[config.mk]
export PLATFORM = sky130hd
export DESIGN_NAME = vdec_core
export DESIGN_NICKNAME = d
export VERILOG_FILES = /design/src/vector_arith_format_decoder.sv /design/src/vdec_pkg.sv /design/src/vdec_core.sv
export SDC_FILE = /design/constraint.sdc
export NUM_CORES = 1
export LEC_CHECK = 0
export ABC_AREA = 1
export BUFFER_PORTS_ARGS = -buffer_cell sky130_fd_sc_hd__buf_2
export CORE_MARGIN = 10
export CORE_UTILIZATION = 49
export CTS_BUF_LIST = sky130_fd_sc_hd__clkbuf_8 sky130_fd_sc_hd__clkbuf_16
export DETAILED_ROUTE_END_ITERATION = 10
export PLACE_DENSITY_LB_ADDON = 0.1
export SETUP_SLACK_MARGIN = 0.05
export SYNTH_ARGS = -nofsm -noshare
export SYNTH_HDL_FRONTEND = slang
export SYNTH_SLANG_ARGS = --single-unit
[constraint.sdc]
create_clock -name clk -period 2.9 [get_ports clk]
set_clock_uncertainty 0.15 [all_clocks]
set_input_delay 0.435 -clock clk [delete_from_list [all_inputs] [get_ports clk]]
set_output_delay 0.435 -clock clk [all_outputs]
set_load 0.1 [all_outputs]
[src/vector_arith_format_decoder.sv]
// decoder for vector arithmetic instructions: category, operand choice,
// scalar adaptation, masking and width rules; registered result.
// assumes instruction and scalar register values arrive from logic on clk.
// Function
// RQ1 - recognise vector arithmetic by the vector major opcode value
// RQ2 - three-bit category field chooses the operand kind, eight codes
// RQ3 - integer ops are signed or unsigned by opcode; only widening ops take it from the opcode, all others are marked signed
// RQ4 - float ops use dynamic rounding; invalid mode is reserved always
// RQ5 - vector-vector: first operand from second-source, second from first
// RQ6 - five-bit immediate sign-extended to element width by default
// RQ7 - unsigned-immediate instructions zero-extend the five-bit immediate
// RQ8 - integer scalar truncated or sign-extended to element width
// RQ9 - float scalar uses low bits if boxed, else canonical NaN
// RQ10 - unsupported float element width is a reserved encoding
// RQ11 - floats in integer registers use integer scalar rule, no box check
// RQ12 - masked or unmasked per mask-enable bit
// RQ13 - binary ops: second-source vector first, scalar or immediate second
// RQ14 - multiply-add overwrites addend or multiplicand, two variants
// RQ15 - widening writes double element width and double group multiplier
// RQ16 - widening first source single or double width
// RQ17 - narrowing reads double-width second source, writes current width
// RQ18 - mask-writing compares handled as narrowing
// RQ19 - integer results wrap modulo element width
// RQ20 - add vv/vx/vi, sub vv/vx, reverse sub vector-scalar
// RQ21 - reserved encodings flagged illegal instead of executed; narrowing at element width 64 is not flagged
// the logic itself lives in module vdec_core

[src/vdec_pkg.sv]
// package for the vector arithmetic format decoder: field positions,
// category codes, opcode, widths and the decoded-instruction carrier.
// assumes a 32-bit instruction word and 64-bit scalar registers.
package vdec_pkg;

    localparam logic [6:0] VECTOR_MAJOR_OPCODE = 7'h57;
    localparam int OPC_LSB = 0;
    localparam int DST_LSB = 7;
    localparam int CAT_LSB = 12;
    localparam int SRC1_LSB = 15;
    localparam int SRC2_LSB = 20;
    localparam int MASK_BIT = 25;
    localparam int FUNCT6_LSB = 26;
    localparam int XREG_W = 64;
    localparam int FREG_W = 64;
    localparam int ELEM_W = 64;

    // element width encodings (8 << code)
    localparam logic [1:0] EW8 = 2'h0;
    localparam logic [1:0] EW16 = 2'h1;
    localparam logic [1:0] EW32 = 2'h2;
    localparam logic [1:0] EW64 = 2'h3;

    // float formats supported: 16, 32, 64 bits
    localparam logic [3:0] FP_SUPPORTED = 4'hE;

    localparam logic [2:0] FRM_MAX_VALID = 3'h4;
    localparam logic [2:0] FRM_DYN = 3'h7;

    // op codes (funct6) for the single-width add/sub group and others
    localparam logic [5:0] F6_ADD = 6'h00;
    localparam logic [5:0] F6_SUB = 6'h02;
    localparam logic [5:0] F6_RSUB = 6'h03;
    localparam logic [5:0] F6_WADDU = 6'h30;
    localparam logic [5:0] F6_WSUBW = 6'h37;
    localparam logic [5:0] F6_WIDE_W_BIT = 6'h34;
    localparam logic [5:0] F6_NARROW_LO = 6'h2C;
    localparam logic [5:0] F6_NARROW_HI = 6'h2F;
    localparam logic [5:0] F6_CMP_LO = 6'h18;
    localparam logic [5:0] F6_CMP_HI = 6'h1F;
    localparam logic [5:0] F6_MADD_LO = 6'h28;
    localparam logic [5:0] F6_MADD_HI = 6'h2F;
    localparam logic [5:0] F6_UIMM_LO = 6'h0C;
    localparam logic [5:0] F6_UIMM_HI = 6'h0E;

    localparam logic [63:0] CANON_NAN_H = 64'h0000_0000_0000_7E00;
    localparam logic [63:0] CANON_NAN_S = 64'h0000_0000_7FC0_0000;
    localparam logic [63:0] CANON_NAN_D = 64'h7FF8_0000_0000_0000;

    typedef enum logic [2:0] {
        INT_VEC_VEC_CATEGORY,
        FLOAT_VEC_VEC_CATEGORY,
        MISC_VEC_VEC_CATEGORY,
        INT_VEC_IMM_CATEGORY,
        INT_VEC_SCALAR_CATEGORY,
        FLOAT_VEC_SCALAR_CATEGORY,
        MISC_VEC_SCALAR_CATEGORY,
        CONFIGURATION_CATEGORY
    } category_e;

    typedef enum logic [1:0] {
        ALU_ADD,
        ALU_SUB,
        ALU_RSUB,
        ALU_OTHER
    } alu_op_e;

    typedef struct packed {
        logic valid;
        logic illegal;
        category_e category;
        alu_op_e alu_op;
        logic is_signed;
        logic masked;
        logic [4:0] first_vreg;
        logic [4:0] second_vreg;
        logic [4:0] dest_vreg;
        logic first_is_scalar;
        logic [63:0] scalar_operand;
        logic is_float;
        logic [2:0] round_mode;
        logic madd_overwrite_addend;
        logic madd_overwrite_product;
        logic [1:0] dest_ew;
        logic dest_mul_double;
        logic [1:0] first_src_ew;
        logic [1:0] second_src_ew;
        logic wraps;
    } decoded_s;

endpackage

[src/vdec_core.sv]
// decoder for vector arithmetic instructions, registered output.
// assumes inputs come from issue logic on clk, scalar values already read.
`timescale 1ns/100ps
module vdec_core (
    input wire logic clk,
    input wire logic sys_rst,
    input wire logic instr_valid,
    input wire logic [31:0] instr,
    input wire logic [1:0] selected_element_width,
    input wire logic [2:0] dyn_round_mode,
    input wire logic floats_in_int_regs,
    input wire logic [63:0] int_reg_value,
    input wire logic [63:0] float_reg_value,
    output vdec_pkg::decoded_s decoded,
    output logic illegal_instr
);
    logic [5:0] f6;
    logic [2:0] cat_raw;
    logic [4:0] src1;
    logic is_vec;
    logic is_fp;
    logic [63:0] imm_ext;
    logic [63:0] int_sc;
    logic [63:0] fp_sc;
    logic boxed;
    logic widen;
    logic narrow;
    logic wide_first;
    logic madd;
    logic fp_bad;
    logic frm_bad;
    vdec_pkg::decoded_s d;
    vdec_pkg::decoded_s decoded_q;

    assign f6 = instr[vdec_pkg::FUNCT6_LSB +: 6];
    assign cat_raw = instr[vdec_pkg::CAT_LSB +: 3];
    assign src1 = instr[vdec_pkg::SRC1_LSB +: 5];
    // RQ1 opcode match
    assign is_vec = instr[vdec_pkg::OPC_LSB +: 7]
                    == vdec_pkg::VECTOR_MAJOR_OPCODE;
    assign is_fp = cat_raw == 3'h1 || cat_raw == 3'h5;

    // RQ6 RQ7 immediate extension, unsigned for shift-like ops
    always_comb begin
        imm_ext = {{59{src1[4]}}, src1};
        if (f6 >= vdec_pkg::F6_UIMM_LO && f6 <= vdec_pkg::F6_UIMM_HI) begin
            imm_ext = {59'h0, src1};
        end
        case (selected_element_width)
            vdec_pkg::EW8: imm_ext = {56'h0, imm_ext[7:0]};
            vdec_pkg::EW16: imm_ext = {48'h0, imm_ext[15:0]};
            vdec_pkg::EW32: imm_ext = {32'h0, imm_ext[31:0]};
            default: imm_ext = imm_ext;
        endcase
    end

    // RQ8 RQ11 integer scalar keeps low element-width bits
    always_comb begin
        case (selected_element_width)
            vdec_pkg::EW8: int_sc = {56'h0, int_reg_value[7:0]};
            vdec_pkg::EW16: int_sc = {48'h0, int_reg_value[15:0]};
            vdec_pkg::EW32: int_sc = {32'h0, int_reg_value[31:0]};
            default: int_sc = int_reg_value;
        endcase
    end

    // RQ9 box check against all ones above the element
    always_comb begin
        case (selected_element_width)
            vdec_pkg::EW16: begin
                boxed = &float_reg_value[63:16];
                fp_sc = boxed ? {48'h0, float_reg_value[15:0]}
                              : vdec_pkg::CANON_NAN_H;
            end
            vdec_pkg::EW32: begin
                boxed = &float_reg_value[63:32];
                fp_sc = boxed ? {32'h0, float_reg_value[31:0]}
                              : vdec_pkg::CANON_NAN_S;
            end
            default: begin
                boxed = 1'b1;
                fp_sc = float_reg_value;
            end
        endcase
    end

    // RQ10 unsupported float width
    assign fp_bad = !vdec_pkg::FP_SUPPORTED[selected_element_width];
    // RQ4 invalid dynamic rounding mode
    assign frm_bad = dyn_round_mode > vdec_pkg::FRM_MAX_VALID;
    // RQ15 RQ16 widening group, w-variants take a wide first source
    assign widen = f6 >= vdec_pkg::F6_WADDU && f6 <= vdec_pkg::F6_WSUBW
                   && (cat_raw == 3'h2 || cat_raw == 3'h6);
    assign wide_first = widen && f6 >= vdec_pkg::F6_WIDE_W_BIT;
    // RQ17 RQ18 narrowing and mask compares
    assign narrow = (cat_raw == 3'h0 || cat_raw == 3'h3 || cat_raw == 3'h4)
                    && ((f6 >= vdec_pkg::F6_NARROW_LO
                         && f6 <= vdec_pkg::F6_NARROW_HI)
                        || (f6 >= vdec_pkg::F6_CMP_LO
                            && f6 <= vdec_pkg::F6_CMP_HI));
    // RQ14 multiply-add group
    assign madd = (cat_raw == 3'h2 || cat_raw == 3'h6 || is_fp)
                  && f6 >= vdec_pkg::F6_MADD_LO && f6 <= vdec_pkg::F6_MADD_HI;

    always_comb begin
        d = '0;
        d.valid = instr_valid && is_vec;
        // RQ2 category decode
        d.category = vdec_pkg::category_e'(cat_raw);
        // RQ12 mask enable low means masked
        d.masked = !instr[vdec_pkg::MASK_BIT];
        // RQ5 RQ13 operand order
        d.first_vreg = instr[vdec_pkg::SRC2_LSB +: 5];
        d.second_vreg = src1;
        d.dest_vreg = instr[vdec_pkg::DST_LSB +: 5];
        d.is_float = is_fp;
        // RQ4 dynamic rounding
        d.round_mode = dyn_round_mode;
        // RQ3 signedness: odd-low-bit widening ops are signed
        d.is_signed = widen ? f6[0] : 1'b1;
        // RQ19 single-width integer ops wrap
        d.wraps = !is_fp && !widen;
        d.dest_ew = selected_element_width;
        d.first_src_ew = selected_element_width;
        d.second_src_ew = selected_element_width;
        if (widen) begin
            d.dest_ew = selected_element_width + 2'h1;
            d.dest_mul_double = 1'b1;
            if (wide_first) begin
                d.first_src_ew = selected_element_width + 2'h1;
            end
        end
        if (narrow) begin
            d.first_src_ew = selected_element_width + 2'h1;
        end
        if (madd) begin
            d.madd_overwrite_addend = !f6[0];
            d.madd_overwrite_product = f6[0];
        end
        // RQ20 single-width add, sub, reverse sub
        d.alu_op = vdec_pkg::ALU_OTHER;
        if (cat_raw == 3'h0 || cat_raw == 3'h3 || cat_raw == 3'h4) begin
            case (f6)
                vdec_pkg::F6_ADD: d.alu_op = vdec_pkg::ALU_ADD;
                vdec_pkg::F6_SUB: d.alu_op = cat_raw == 3'h3
                    ? vdec_pkg::ALU_OTHER : vdec_pkg::ALU_SUB;
                vdec_pkg::F6_RSUB: d.alu_op = cat_raw == 3'h0
                    ? vdec_pkg::ALU_OTHER : vdec_pkg::ALU_RSUB;
                default: d.alu_op = vdec_pkg::ALU_OTHER;
            endcase
        end
        case (cat_raw)
            // RQ13 scalar is second operand except in multiply-add
            3'h3: begin
                d.first_is_scalar = madd;
                d.scalar_operand = imm_ext;
            end
            3'h4, 3'h6, 3'h7: begin
                d.first_is_scalar = madd;
                d.scalar_operand = int_sc;
            end
            3'h5: begin
                d.first_is_scalar = madd;
                // RQ11 integer-register floats
                d.scalar_operand = floats_in_int_regs ? int_sc : fp_sc;
            end
            default: d.first_is_scalar = 1'b0;
        endcase
        // RQ21 reserved float width or rounding and widening at EW64 raise illegal; narrowing at EW64 is never flagged
        d.illegal = d.valid && ((is_fp && (fp_bad || frm_bad))
                    || (widen && selected_element_width == vdec_pkg::EW64)
                    || (narrow && selected_element_width == vdec_pkg::EW64
                        && f6 < vdec_pkg::F6_CMP_LO));
    end

    always_ff @(posedge clk) begin
        if (sys_rst) begin
            decoded_q <= '0;
        end else begin
            decoded_q <= d;
        end
    end

    assign decoded = decoded_q;
    assign illegal_instr = decoded_q.illegal;

    // RQ1
    a_opcode_gate: assert property (@(posedge clk) disable iff (sys_rst)
        instr_valid && !is_vec |=> !decoded.valid) else $error("bad valid");
    // RQ12
    a_mask_follow: assert property (@(posedge clk) disable iff (sys_rst)
        instr_valid && is_vec |=> decoded.masked == !$past(instr[25]))
        else $error("mask wrong");
    // RQ9
    a_nan_subst: assert property (@(posedge clk) disable iff (sys_rst)
        cat_raw == 3'h5 && !floats_in_int_regs && !boxed
        && selected_element_width == vdec_pkg::EW32
        |=> decoded.scalar_operand == vdec_pkg::CANON_NAN_S)
        else $error("nan missing");
    // RQ4
    a_frm_illegal: assert property (@(posedge clk) disable iff (sys_rst)
        instr_valid && is_vec && is_fp && frm_bad |=> illegal_instr)
        else $error("frm not flagged");
    // RQ10
    a_fp_width: assert property (@(posedge clk) disable iff (sys_rst)
        instr_valid && is_vec && is_fp
        && selected_element_width == vdec_pkg::EW8 |=> illegal_instr)
        else $error("fp8 not flagged");
    // RQ15
    a_widen_dest: assert property (@(posedge clk) disable iff (sys_rst)
        widen |=> decoded.dest_mul_double
        && decoded.dest_ew == $past(selected_element_width) + 2'h1)
        else $error("widen width");
    // RQ5
    a_vv_order: assert property (@(posedge clk) disable iff (sys_rst)
        1'b1 |=> decoded.first_vreg == $past(instr[24:20]))
        else $error("order wrong");
    // RQ6
    a_imm_sign: assert property (@(posedge clk) disable iff (sys_rst)
        cat_raw == 3'h3 && src1 == 5'h1F && f6 == vdec_pkg::F6_ADD
        && selected_element_width == vdec_pkg::EW64
        |=> decoded.scalar_operand == 64'hFFFF_FFFF_FFFF_FFFF)
        else $error("imm ext");
endmodule

==> metrics.csv <==
stage;metric;value;unit
hold_path;hp-class;input port to flip-flop;
logic_synthesis;synthArstFlopShare;0;
logic_synthesis;synth-edff-count;0;
critical_path;cp_max_fo;10;
route;viasPerCell;4.88;
timing;setup_tns;0;ns
timing;slew_viol_final;0;
route;ant_nets;0;
clock_network;cts_resized;0;
critical_path;critPathKind;input port to flip-flop;
pwr;p_leak;0.00357;uW
global_route;antenna_found_initial;1;
critical_path;critical_path.max_stage_delay;0.50;ns
timing;max_slew.worst_pin.slew;1.11;ns
clock_network;cts_made_buffers;9;
cells_and_area;layout_commonest_cell;buf_2;
clock_network;clock-sinks;103;
critical_path;crit_path_start_kind;input port;
clock_network;post-cts-setup-buffers;0;
clock_network;cts_buffer_depth;2;
route;top_layer_used;met4;
logic_synthesis;yosys.area.top_type;dfxtp_1;
timing;relSlewSlack;0.261;
clock_network;cts-root-buf;clkbuf_8;
cells_and_area;syn_to_final_growth;29.4;%
route;routed_wl;18000;microns
logic_synthesis;ys_seq_area_frac;0.392;
cells_and_area;final_nets;1131;
logic_synthesis;ys_ff_latch;103;
logic_synthesis;syn-cell-area;5260;sq um
timing;finalHoldViolCount;0;
floorplan;die_h;124;microns
placement;dpl_worst_slack;0.501;ns
logic_synthesis;yosysWarnings;0;
global_route;grt_max_degree;58;
floorplan;dieWidth;124;microns
critical_path;cp_slowest_cell;ha_1;
timing;hold_slack;0.0558;ns
cells_and_area;fillers;982;
route;drt_iter0_drc;476;
cells_and_area;final_cell_mix;buf_2 (271), nand2_1 (148), nor2_1 (123);
placement;hpwl;14300;microns
timing;setup_viol;0;
timing;fin_crit;2.00;ns
clock_network;clk_pin_slew;0.11;ns
route;dr_total_vias;5359;
logic_synthesis;ys.flop_type;dfxtp_1;
clock_network;cts_tree;built;
critical_path;cp-end-kind;flip-flop;
route;dr_wl_met3;1910;microns
outcome;status;finished clean;
logic_synthesis;synth_area_leaders;dfxtp_1 (39%), nand2_1 (11%), nor2_1 (8.9%), a221oi_2 (8.3%), inv_1 (5.8%);
pwr;peakVddDrop;293;uV
placement;port_buffers;272;
route;avgRoutedWirePerCell;16.4;microns
placement;postPlaceCellArea;6610;sq um
clock_network;cts_max_level;3;
floorplan;die_area;15300;sq um
timing;max_freq;500;MHz
critical_path;worstPathArrival;2.10;ns
cells_and_area;drive_gt1_frac;0.402;
placement;gp_congestion;0.885;
clock_network;postCtsHoldBufs;0;
logic_synthesis;synthCells;701;
cells_and_area;final_area;6800;sq um
floorplan;initial_core_util;0.507;
global_route;grt_pass1_wl;27000;microns
floorplan;coreArea;10400;sq um
route;route.met2.wl;8920;microns
pwr;power.density;499;nW/um^2
route;wl_met1;6900;microns
global_route;grt_pass1_vias;5088;
pwr;total_power;3390;uW
logic_synthesis;synth_cell_types;43;
timing;fin_crit_sh;0.690;
timing;final.setup.worst_slack;0.900;ns
logic_synthesis;avgSynthCellArea;7.50;sq um
critical_path;path_cells;buf_2, inv_1, ha_1, inv_2, nor2_4, inv_2, nand2_4, nand2_8, nand2_2, nand2_1, nand2_1, a21oi_2;
timing;rsz0062_at_grt;false;
route;dr.pass1.iters;5;
logic_synthesis;synth_nets;875;
logic_synthesis;netlist.area_leader.share;0.392;
flow_run;drv_cap;0;
route;route.detailed.drc;0;
floorplan;pin_count;273;
floorplan;rows;37;
global_route;grt-ovfl-total;0;
global_route;grt_usage;0.223;
critical_path;worstPathRequired;3.00;ns
[routing by layer]
layer  GRT usage  vias up
met2       0.385      235
met3      0.0757       21
met5           0        -
met4      0.0619        0
met1       0.256     2357
li1            -     2746
[flip-flops by register name (all words and copies together) (netlist names)]
name,cells
decoded,102
illegal_instr,1
[area by class of cell]
class                   instances  area (sq um)  area share
diodes                          1          2.50    0.000368
clock buffers                   9           124      0.0182
clock inverters                 7          66.3     0.00975
inverters                      92           348      0.0512
multi-input cells             472          2600       0.382
flip-flops and latches        103          2060       0.303
well taps                     136           170      0.0250
repair buffers                279          1430       0.210
[power by group]
part	internal, uW	total [uW]	switching (uW)
logic	238	1010	771
registers	1470	1490	13.7
clock network	334	897	563
total	2050	3390	1350
[Yosys cell counts, types with 2 or more instances]
cell / n
nand2_2: 16
o21ai_2: 2
ha_1: 5
nand2_4: 3
buf_6: 7
o21ai_1: 6
inv_2: 9
inv_1: 81
a21oi_2: 11
a221oi_1: 2
nand2_1: 148
nor2_1: 124
buf_2: 4
nor2_4: 3
dfxtp_1: 103
a221oi_2: 29
nor2_2: 9
nor3_1: 2
nand4_1: 6
clkbuf_1: 11
a31oi_1: 7
buf_4: 5
nand3_1: 19
nor4_1: 2
o21ai_0: 26
clkbuf_8: 4
a21oi_1: 41
[kinds of logic after synthesis]
kind of cell,Yosys count,share of synthesized area
simple gates,340,0.288
compound gates,127,0.192
buf+inv,126,0.116
flops,103,0.392
fa+ha+maj,5,0.0119
[final timing paths]
| kind | from | endpoint | slack [ns] | cells past startpoint |
|---|---|---|---|---|
| max | selected_element_width[0] | decoded[22] | 0.90 | 12 |
| min | instr[25] | decoded[94] | 0.06 | 2 |
[worst max-delay path: cells and delay by family]
kind	cells	cell delay, ns
buffers and inverters	4	0.47
adders and majority gates	1	0.50
AOI/OAI and AO/OA	1	0.05
and+or+nand+nor	6	0.63
[through the flow]
stage,utilization,instances
2_1_floorplan,-,701
3_3_place_gp,0.637,1082
3_5_place_dp,0.637,1082
4_1_cts,0.655,1098
5_1_grt,0.656,1099
6_report,0.656,1099
Note: power is estimated with default switching activity, not from simulation.
